`config.mk`:
```
export PLATFORM = sky130hd
export DESIGN_NAME = qpt_tracker
export DESIGN_NICKNAME = d
export VERILOG_FILES = /design/src/shared/qpt_pkg.sv /design/src/hdl/qpt_debounce.sv /design/src/hdl/qpt_tracker.sv
export SDC_FILE = /design/constraint.sdc
export NUM_CORES = 1
export LEC_CHECK = 0
export ABC_CLOCK_PERIOD_IN_PS = 5500
export BUFFER_PORTS_ARGS = -buffer_cell sky130_fd_sc_hd__buf_2
export CAP_MARGIN = 10
export CORE_ASPECT_RATIO = 1.4
export CORE_MARGIN = 3
export CORE_UTILIZATION = 63
export CTS_BUF_LIST = sky130_fd_sc_hd__clkbuf_8
export CTS_CLUSTER_SIZE = 28
export DETAILED_ROUTE_END_ITERATION = 16
export HOLD_SLACK_MARGIN = 0.03
export PLACE_DENSITY = 0.83
export SETUP_SLACK_MARGIN = 0.5
export SYNTH_ARGS = -nofsm -noshare
export SYNTH_HDL_FRONTEND = slang
export SYNTH_SLANG_ARGS = --single-unit
```
`constraint.sdc`:
```
create_clock -name aclk -period 5.5 [get_ports aclk]
set_input_delay 0.55 -clock aclk [delete_from_list [all_inputs] [get_ports aclk]]
set_output_delay 0.55 -clock aclk [all_outputs]
set_load 0.02 [all_outputs]
```
`src/shared/qpt_pkg.sv`:
```
// Constants and types shared by the quadrature position tracker files
package qpt_pkg;
    // ----------------------------------------------------------------
    // Sizes
    // ----------------------------------------------------------------
    localparam int NUM_LINES = 3;  // Camera input lines
    localparam int SEL_W = 2;  // Line select width
    localparam int DB_W = 16;  // Debounce interval width, in us
    localparam int POS_W = 32;  // Position counter width
    localparam int HYST_W = 16;  // Hysteresis threshold width
    localparam int ADDR_W = 8;  // Decoded byte address bits
    // ----------------------------------------------------------------
    // Register byte offsets
    // ----------------------------------------------------------------
    localparam logic [7:0] OFS_CTRL = 8'h00;
    localparam logic [7:0] OFS_HYST = 8'h04;
    localparam logic [7:0] OFS_CLEAR = 8'h08;
    localparam logic [7:0] OFS_POS = 8'h0C;
    localparam logic [7:0] OFS_STAT = 8'h10;
    localparam logic [7:0] OFS_DB0 = 8'h14;  // Line i at +4*i
    // ----------------------------------------------------------------
    // Control register fields
    // ----------------------------------------------------------------
    localparam int CTRL_W = 10;
    localparam int B_BOTH = 0;  // count_both_ways
    localparam int B_PHASE = 1;  // phase_line_select, 2 bits
    localparam int B_QUAD = 3;  // quadrature_line_select, 2 bits
    localparam int B_ZLINE = 5;  // zeroing_line_select, 2 bits
    localparam int B_ZEDGE = 7;  // zeroing_edge_mode
    localparam int B_ZFLIP = 8;  // zeroing_polarity_flip
    localparam int B_ZSRC = 9;  // zeroing_source_select
    localparam int B_CLEAR = 0;  // Software clear command bit
    // ----------------------------------------------------------------
    // Reset values
    // ----------------------------------------------------------------
    localparam logic [CTRL_W-1:0] CTRL_RST = 10'h008;
    localparam logic [HYST_W-1:0] HYST_RST = 16'h0001;
    localparam logic [DB_W-1:0] DB_RST = 16'h0000;
    localparam logic [POS_W-1:0] POS_RST = 32'h0000_0000;
    // ----------------------------------------------------------------
    // Timing
    // ----------------------------------------------------------------
    localparam int CLK_PERIOD_NS = 4;  // 250 MHz
    localparam int US_NS = 1000;  // Debounce time unit
    localparam int US_CYCLES = US_NS / CLK_PERIOD_NS;
    // ----------------------------------------------------------------
    // Bus answers and modes
    // ----------------------------------------------------------------
    localparam logic [1:0] RESP_OKAY = 2'h0;
    localparam logic [1:0] RESP_SLVERR = 2'h2;
    typedef enum logic {QPT_ZSRC_SOFTWARE, QPT_ZSRC_EXTERNAL} qpt_zsrc_t;
endpackage

```
`src/hdl/qpt_debounce.sv`:
```
// Per-line debouncing filter of the quadrature position tracker
`timescale 1ns/100ps
module qpt_debounce import qpt_pkg::*; #(
    parameter int W = DB_W
) (
    input wire logic aclk,
    input wire logic aresetn,
    input wire logic raw,
    input wire logic us_tick,
    input wire logic [W-1:0] interval,
    output logic clean
);
    // ----------------------------------------------------------------
    // State
    // ----------------------------------------------------------------
    typedef struct packed {
        logic clean;  // Filtered level
        logic last;  // Previous raw sample
        logic [W-1:0] cnt;  // Stable time in us
    } qpt_db_t;

    qpt_db_t s_reg;
    qpt_db_t s_next;

    // Level passes after interval us ticks of stable input, up to one us early
    always_comb begin
        s_next = s_reg;
        s_next.last = raw;
        if (interval == '0) begin
            // Zero interval: filter bypassed
            s_next.clean = raw;
            s_next.cnt = '0;
        end else if (raw != s_reg.last || raw == s_reg.clean) begin
            // Any movement restarts the stable time
            s_next.cnt = '0;
        end else if (us_tick) begin
            // Granularity is one us, so the wait may run short by <1us
            if (s_reg.cnt + 1'b1 >= interval) begin
                s_next.clean = raw;
                s_next.cnt = '0;
            end else begin
                s_next.cnt = s_reg.cnt + 1'b1;
            end
        end
    end

    // State register
    always_ff @(posedge aclk) begin
        if (!aresetn) begin
            s_reg <= '0;
        end else begin
            s_reg <= s_next;
        end
    end

    assign clean = s_reg.clean;
endmodule

```
`src/hdl/qpt_tracker.sv`:
```
// Quadrature position tracker: encoder decode, ticks and register slave
// Overview of operation
// - Each valid transition moves position; ticks follow the mode
// - Phase and quadrature each select any line
// - Encoder sees debounced lines, never raw ones
// - Hysteresis hides short reversals from ticks
// - Count-both-ways mode ticks in either direction
// - Forward-only mode: backward motion decrements position, no tick
// - Ticks resume once lost ground is regained
// - Position readable anytime as 32-bit unsigned
// - Read returns position at request moment
// - Software or external input zeroes position
// - Zeroing also restarts trigger target counting
// - External zeroing: line, edge and polarity options
// - Edge mode, no flip: zero on rise
// - Debouncer waits programmed interval; zero bypasses
`timescale 1ns/100ps
module qpt_tracker import qpt_pkg::*; (
    input wire logic aclk,
    input wire logic aresetn,
    input wire logic [NUM_LINES-1:0] line_in,
    output logic enc_tick,
    output logic [POS_W-1:0] enc_position,
    output logic enc_direction,
    output logic targets_clear,
    input wire logic [ADDR_W-1:0] s_axi_awaddr,
    input wire logic s_axi_awvalid,
    output logic s_axi_awready,
    input wire logic [31:0] s_axi_wdata,
    input wire logic [3:0] s_axi_wstrb,
    input wire logic s_axi_wvalid,
    output logic s_axi_wready,
    output logic [1:0] s_axi_bresp,
    output logic s_axi_bvalid,
    input wire logic s_axi_bready,
    input wire logic [ADDR_W-1:0] s_axi_araddr,
    input wire logic s_axi_arvalid,
    output logic s_axi_arready,
    output logic [31:0] s_axi_rdata,
    output logic [1:0] s_axi_rresp,
    output logic s_axi_rvalid,
    input wire logic s_axi_rready
);
    // ----------------------------------------------------------------
    // State
    // ----------------------------------------------------------------
    typedef struct packed {
        logic [CTRL_W-1:0] ctrl;  // Mode and line selects
        logic [HYST_W-1:0] hyst;  // Reversal threshold, steps
        logic [NUM_LINES-1:0][DB_W-1:0] dbi;  // Debounce intervals
        logic [7:0] us_cnt;  // Microsecond prescaler
        logic us_tick;  // One pulse per us
        logic [1:0] prev_ab;  // Last phase/quadrature sample
        logic zl_prev;  // Last zeroing line level
        logic [POS_W-1:0] pos;  // Position counter
        logic [POS_W-1:0] back;  // Steps behind the high mark
        logic [HYST_W-1:0] exc;  // Steps against accepted way
        logic dir;  // Accepted direction, 1 = forward
        logic tick;  // Tick pulse
        logic tclr;  // Target restart pulse
        logic awready, wready;
        logic aw_got, w_got;  // Address and data held
        logic [ADDR_W-1:0] aw_addr;
        logic [31:0] w_data;
        logic [3:0] w_strb;
        logic bvalid;
        logic [1:0] bresp;
        logic arready;
        logic rvalid;
        logic [31:0] rdata;
        logic [1:0] rresp;
    } qpt_state_t;
    qpt_state_t s_reg;
    qpt_state_t s_next;
    logic [NUM_LINES-1:0] clean;  // Debounced lines
    logic ph_a;  // Selected phase
    logic qd_b;  // Selected quadrature
    logic zl;  // Zeroing line after polarity
    logic step;  // One valid Gray step
    logic fwd;  // Step is forward
    logic ext_clr;  // External zeroing request
    logic both_ways;  // Count-both-ways mode
    qpt_zsrc_t zsrc;  // Zeroing source
    // ----------------------------------------------------------------
    // Debouncers, one per line
    // ----------------------------------------------------------------
    for (genvar i = 0; i < NUM_LINES; i++) begin : g_db
        qpt_debounce #(.W(DB_W)) u_db (.aclk(aclk), .aresetn(aresetn),
            .raw(line_in[i]), .us_tick(s_reg.us_tick),
            .interval(s_reg.dbi[i]), .clean(clean[i]));
    end
    // Select code beyond the last line falls back to line 0
    function automatic logic pick(input logic [NUM_LINES-1:0] v,
                                  input logic [SEL_W-1:0] sel);
        pick = (int'(sel) < NUM_LINES) ? v[sel] : v[0];
    endfunction
    // Byte-lane merge for partial writes
    function automatic logic [31:0] merge(input logic [31:0] old,
                                          input logic [31:0] nw,
                                          input logic [3:0] strb);
        merge = old;
        for (int k = 0; k < 4; k++) begin
            if (strb[k]) begin
                merge[8*k +: 8] = nw[8*k +: 8];
            end
        end
    endfunction
    // ----------------------------------------------------------------
    // Input selection and step decode
    // ----------------------------------------------------------------
    assign both_ways = s_reg.ctrl[B_BOTH];
    assign zsrc = qpt_zsrc_t'(s_reg.ctrl[B_ZSRC]);
    // Only filtered lines reach the decoder
    assign ph_a = pick(clean, s_reg.ctrl[B_PHASE +: SEL_W]);
    assign qd_b = pick(clean, s_reg.ctrl[B_QUAD +: SEL_W]);
    // A double change is illegal in Gray code and is dropped
    assign step = ph_a ^ qd_b ^ s_reg.prev_ab[1] ^ s_reg.prev_ab[0];
    // Phase leading quadrature counts as forward
    assign fwd = ph_a ^ s_reg.prev_ab[0];
    assign zl = pick(clean, s_reg.ctrl[B_ZLINE +: SEL_W])
              ^ s_reg.ctrl[B_ZFLIP];
    // Edge mode zeroes on a rise; level mode while high
    assign ext_clr = (zsrc == QPT_ZSRC_EXTERNAL)
                   && (s_reg.ctrl[B_ZEDGE] ? (zl && !s_reg.zl_prev)
                                           : zl);
    // ----------------------------------------------------------------
    // Next-state logic
    // ----------------------------------------------------------------
    always_comb begin
        logic sw_clr;
        logic [31:0] wv, rv;
        logic hit;
        sw_clr = 1'b0;
        wv = '0;
        rv = '0;
        hit = 1'b0;
        s_next = s_reg;
        s_next.tick = 1'b0;
        s_next.tclr = 1'b0;
        // Microsecond prescaler for the debouncers
        if (int'(s_reg.us_cnt) == US_CYCLES - 1) begin
            s_next.us_cnt = '0;
            s_next.us_tick = 1'b1;
        end else begin
            s_next.us_cnt = s_reg.us_cnt + 8'h01;
            s_next.us_tick = 1'b0;
        end
        // Write response retires, channels reopen
        if (s_reg.bvalid && s_axi_bready) begin
            s_next.bvalid = 1'b0;
            s_next.awready = 1'b1;
            s_next.wready = 1'b1;
        end
        // Address and data taken in either order
        if (s_axi_awvalid && s_reg.awready) begin
            s_next.aw_addr = s_axi_awaddr;
            s_next.aw_got = 1'b1;
            s_next.awready = 1'b0;
        end
        if (s_axi_wvalid && s_reg.wready) begin
            s_next.w_data = s_axi_wdata;
            s_next.w_strb = s_axi_wstrb;
            s_next.w_got = 1'b1;
            s_next.wready = 1'b0;
        end
        // Both halves held: perform the write
        if (s_reg.aw_got && s_reg.w_got && !s_reg.bvalid) begin
            s_next.aw_got = 1'b0;
            s_next.w_got = 1'b0;
            s_next.bvalid = 1'b1;
            s_next.bresp = RESP_OKAY;
            unique case ({s_reg.aw_addr[ADDR_W-1:2], 2'b00})
                OFS_CTRL: begin
                    wv = merge(32'(s_reg.ctrl), s_reg.w_data,
                               s_reg.w_strb);
                    s_next.ctrl = wv[CTRL_W-1:0];
                end
                OFS_HYST: begin
                    wv = merge(32'(s_reg.hyst), s_reg.w_data,
                               s_reg.w_strb);
                    s_next.hyst = wv[HYST_W-1:0];
                end
                OFS_CLEAR: begin
                    // Command only counts when software owns zeroing
                    sw_clr = s_reg.w_strb[0]
                           && s_reg.w_data[B_CLEAR]
                           && zsrc == QPT_ZSRC_SOFTWARE;
                end
                OFS_POS, OFS_STAT: begin  // Read-only, write ignored
                end
                default: begin
                    for (int i = 0; i < NUM_LINES; i++) begin
                        if (s_reg.aw_addr == ADDR_W'(OFS_DB0 + 4*i)) begin
                            wv = merge(32'(s_reg.dbi[i]), s_reg.w_data,
                                       s_reg.w_strb);
                            s_next.dbi[i] = wv[DB_W-1:0];
                            hit = 1'b1;
                        end
                    end
                    s_next.bresp = hit ? RESP_OKAY : RESP_SLVERR;
                end
            endcase
        end
        // Read response retires
        if (s_reg.rvalid && s_axi_rready) begin
            s_next.rvalid = 1'b0;
            s_next.arready = 1'b1;
        end
        // Read data snapshot at the request edge
        if (s_axi_arvalid && s_reg.arready) begin
            s_next.arready = 1'b0;
            s_next.rvalid = 1'b1;
            s_next.rresp = RESP_OKAY;
            unique case ({s_axi_araddr[ADDR_W-1:2], 2'b00})
                OFS_CTRL: rv = 32'(s_reg.ctrl);
                OFS_HYST: rv = 32'(s_reg.hyst);
                OFS_CLEAR: rv = '0;
                OFS_POS: rv = s_reg.pos;
                OFS_STAT: rv = {30'h0, s_reg.back != '0, s_reg.dir};
                default: begin
                    // A debounce write in this cycle must not mark a hit
                    hit = 1'b0;
                    for (int i = 0; i < NUM_LINES; i++) begin
                        if (s_axi_araddr == ADDR_W'(OFS_DB0 + 4*i)) begin
                            rv = 32'(s_reg.dbi[i]);
                            hit = 1'b1;
                        end
                    end
                    s_next.rresp = hit ? RESP_OKAY : RESP_SLVERR;
                end
            endcase
            s_next.rdata = rv;
        end
        // Encoder: zeroing outranks a step in the same cycle
        s_next.prev_ab = {ph_a, qd_b};
        s_next.zl_prev = zl;
        if (sw_clr || ext_clr) begin
            s_next.pos = POS_RST;
            s_next.back = '0;
            s_next.exc = '0;
            s_next.tclr = 1'b1;
        end else if (step) begin
            // Modulo 2^32 by natural wrap
            s_next.pos = fwd ? s_reg.pos + 1'b1
                             : s_reg.pos - 1'b1;
            if (both_ways) begin
                if (fwd == s_reg.dir) begin
                    // Climb back over any jitter before ticking
                    if (s_reg.exc == '0) begin
                        s_next.tick = 1'b1;
                    end else begin
                        s_next.exc = s_reg.exc - 1'b1;
                    end
                end else if (s_reg.exc >= s_reg.hyst) begin
                    // Reversal beyond threshold is accepted
                    s_next.dir = fwd;
                    s_next.exc = '0;
                    s_next.tick = 1'b1;
                end else begin
                    s_next.exc = s_reg.exc + 1'b1;
                end
            end else if (fwd) begin
                // Tick only on ground never covered before
                if (s_reg.back == '0) begin
                    s_next.tick = 1'b1;
                    s_next.dir = 1'b1;
                end else begin
                    s_next.back = s_reg.back - 1'b1;
                end
            end else begin
                s_next.back = s_reg.back + 1'b1;
                s_next.dir = 1'b0;
            end
        end
    end
    // State register
    always_ff @(posedge aclk) begin
        if (!aresetn) begin
            s_reg <= '0;
            s_reg.ctrl <= CTRL_RST;
            s_reg.hyst <= HYST_RST;
            s_reg.dbi <= {NUM_LINES{DB_RST}};
            s_reg.pos <= POS_RST;
            s_reg.dir <= 1'b1;
            s_reg.awready <= 1'b1;
            s_reg.wready <= 1'b1;
            s_reg.arready <= 1'b1;
        end else begin
            s_reg <= s_next;
        end
    end
    // ----------------------------------------------------------------
    // Outputs, all straight from flops
    // ----------------------------------------------------------------
    assign enc_tick = s_reg.tick;
    assign enc_position = s_reg.pos;
    assign enc_direction = s_reg.dir;
    assign targets_clear = s_reg.tclr;
    assign s_axi_awready = s_reg.awready;
    assign s_axi_wready = s_reg.wready;
    assign s_axi_bresp = s_reg.bresp;
    assign s_axi_bvalid = s_reg.bvalid;
    assign s_axi_arready = s_reg.arready;
    assign s_axi_rdata = s_reg.rdata;
    assign s_axi_rresp = s_reg.rresp;
    assign s_axi_rvalid = s_reg.rvalid;
endmodule

```
==> key figures <==
Worst hold path
  – Cells on Worst Hold Path: 3
  – Hold WC Path Type: primary input to register
  – Hold Path Origin: s_axi_awaddr[6]
  – Worst Hold End: s_reg[81]

STA
  – Max frequency: around 230 MHz
  – Clk_skew: between 20 and 25 ps
  – Final-report setup violation count: 0
  – Max_slew headroom: roughly 25%
  – Period utilization: 79.3%
  – Setup TNS: 0 ps
  – Final Hold Viols: 0
  – Crit path time final: between 4000 and 5000 ps
  – Max-slew violation count: 0
  – Unrepaired setup endpoints after global routing: false
  – Slew of the pin with the lowest slew margin: about 1100 ps
  – Fin Hold WS: ~180 ps

Power
  – P_leak: roughly 8.7 nW
  – Power share of the clock group: 34.1%
  – VDD IR-drop max: between 0.15 and 0.2 mV
  – Sequential power share: around 38%
  – Switching part of the total power: around a third
  – Sw Pwr: 2.22 mW
  – Pwr Density: between 300 and 400 mW/mm²
  – Pint: 4.23 mW
  – Comb pwr share: 28.0%
  – Power, Total: 6.45 mW

Synth
  – #FFs+latches synth: 290
  – Synth cell types: between 80 and 90
  – Register area share after synthesis: between 30% and 40%
  – YS warnings: 0
  – EDFF count, synth: 0
  – Avg Inst Size Synth: slightly above 8 µm²
  – Cells after Synth: 2223
  – Synthesized area: 0.0183 mm²
  – Asr flop ratio synth: 0%
  – Ys flop type: dfxtp_1

Routing
  – Drc violations: 0
  – Total Wirelength: approximately 48 mm
  – Post-DR wirelength/cell: 18.2 µm
  – Vias per cell: 6.15
  – ANT nets after route: 0
  – Vias: about 16000
  – DRT Pass-1 Iters: 6
  – Iteration-0 DRC Markers: ~1200

Cells and area
  – N_diodes: 0
  – Max reg flops: 161
  – Fraction of layout cells with a size suffix above 1: 11.5%
  – Fill count: 2317
  – Layout Nets: roughly 2400
  – Area of the multi-input gates: about 0.011 mm²
  – Most frequent cells in the layout: dfxtp_1 (290), nor2_1 (243), nand2_1 (222)
  – Sequential cell area: between 0.005 and 0.006 mm²
  – Final Cell Area: between 0.015 and 0.02 mm²
  – Commonest non-fill, non-tap cell in the layout: dfxtp_1
  – Final Non-Filler Cells: around 2600
  – Synth-to-layout area growth: 7.16%

Run status
  – Run status: complete, no violations

Floorplanning
  – Die H: roughly 210 µm
  – Initial Util: 64.1%
  – Core ar.: ~0.028 mm²
  – Num rows: 73
  – I/O pin count: 138
  – Die Footprint: roughly 0.031 mm²
  – Die width: about 150 µm

Clock network
  – Root Driver: clkbuf_8
  – H-Tree Depth: 2
  – Clock tree buffer depth: 3
  – Post-CTS resize count: 0
  – Clock buffer count from CTS: 47
  – Worst-Skew Late Latency: ~610 ps
  – CTS Hold Bufs: 0
  – Clock tree sinks: between 200 and 300
  – CTS tree: done
  – Setup repair bufs after CTS: 0
  – Clock transition at path regs: 70 ps

Setup path
  – Critical path arrival: ~5000 ps
  – Crit-path max FO: 33
  – Crit Path Category: register to register
  – Reg-to-reg setup timing slack: around 1100 ps
  – Critical path startpoint category: register
  – R2R depth: 14
  – CP required: 6020 ps
  – Crit-path cells: inv_1 -> a211o_2 -> xnor2_4 -> inv_2 -> ha_1 -> a211oi_1 -> o21bai_1 -> o2111ai_1 -> a21oi_1 -> o31ai_1 -> a21oi_1 -> a211oi_1 -> mux2i_1 -> mux2i_1
  – Reg-to-reg critical path startpoint: g_db[0].u_db.clean
  – Worst reg2reg path endpoint: enc_position[31]
  – Slowest CP cell: inv_2
  – Worst setup startpoint: g_db[0].u_db.clean
  – Critical path's largest stage delay: approximately 520 ps
  – CP Capture Type: register

Place
  – Port bufs: 117
  – Dpl cells: ~2600
  – DP Area: between 0.015 and 0.02 mm²
  – GPL Wtd Cong: between 0.9 and 1
  – DP HPWL: around 34 mm

GRT
  – Global-route wire length before repair: 77.4 mm
  – Remaining Overflow, GRT: 0
  – Vias in the first global route: about 16000
  – Initial antenna violation count: 2
  – Largest net degree at the start of global routing: a little under 80
  – GRT Total Usage: around 30%

Flow run
  – # Max-Cap Violations: 0
area by class of cell:
class                   instances  area share (%)
clock buffers                  58            4.08
clock inverters                30            1.59
inverters                      86            1.66
multi-input cells            1680            57.2
flip-flops and latches        290            29.6
well taps                     375            2.40
repair buffers                128            3.41
cells in the mapped netlist (5+ instances only):
library cell  count  area [µm²]
nor4_1           31         194
nand4_1          29         181
buf_1             6        22.5
a21oi_1         129         646
buf_2            12        60.1
a31oi_1          13        81.3
nor3_1           38         190
a21oi_2           7        61.3
a211o_1           5        43.8
a32o_1           34         340
clkbuf_1         75         282
and3_1           41         257
a211oi_1         34         255
mux2i_1         117        1170
nand3_1          55         275
o21bai_1          6        45.0
o21a_1            6        45.0
and2_1           15        93.8
buf_4            70         526
ha_1            131        1640
nor2_1          244         916
a21o_1           62         465
o21ai_0         126         631
nand2b_1         22         138
o211ai_1         11        82.6
or3_1            15        93.8
xnor2_1          56         490
inv_1            84         315
o22ai_1           5        31.3
nor3b_1          26         195
nor2b_1           9        56.3
o221ai_1          9        78.8
o2bb2ai_1         7        61.3
a22oi_1          37         278
o31ai_1           7        52.6
nand2_1         223         837
dfxtp_1         290        5810
xor2_1           49         429
power by group through the flow:
stage                     Clock, mW  Sequential [mW]  Combinational, mW
after floorplan                   0             2.41               1.53
after global placement            0             2.48               1.73
after detailed placement          0             2.48               1.77
after CTS                      2.22             2.44               1.79
after global routing           2.31             2.45               2.01
final                          2.20             2.44               1.81
routing by layer:
layer	track usage, %	part of all wire (%)
met3	5.02	5.9
met1	33.4	38
met4	17.4	6.5
met2	52.8	49
met5	0	0.044
worst max-delay path, delay by kind of cell (launching register included):
kind                     cells  cell delay (ps)
buffers and inverters        2              690
XOR/XNOR                     1              140
adder cells (fa/ha/maj)      1              370
flip-flops                   1              470
multiplexers                 2              460
AO/OA/AOI/OAI                8             2140
cell families (layout without fill, tap and decap cells):
group	after synthesis	after routing	synth area share [%]
buffers and inverters	254	302	6.96
AOI/OAI and AO/OA	536	536	19.8
other	1	2	0.0205
adders and majority gates	133	133	9.19
muxes	119	119	6.53
and+or+nand+nor	782	782	20.3
xor gates and xnor gates	108	108	5.42
DFF	290	290	31.8
worst max path at each step:
stage / end / slack (ps) / cells past startpoint
2_1_floorplan: enc_position[26] / 1240 / 14
3_3_place_gp: enc_position[31] / 1310 / 14
3_5_place_dp: enc_position[31] / 1230 / 14
4_1_cts: enc_position[31] / 1190 / 14
5_1_grt: enc_position[31] / 900 / 14
6_report: enc_position[31] / 1140 / 14
through the flow:
stage / utilization [%] / setup WS, ps
global route: 68.7 / 901
global placement: 64.8 / 1310
finish: 68.7 / 1140
detailed placement: 64.8 / 1230
floorplan: - / 1240
CTS: 68.7 / 1190
Power figures use the tool's default switching activity.
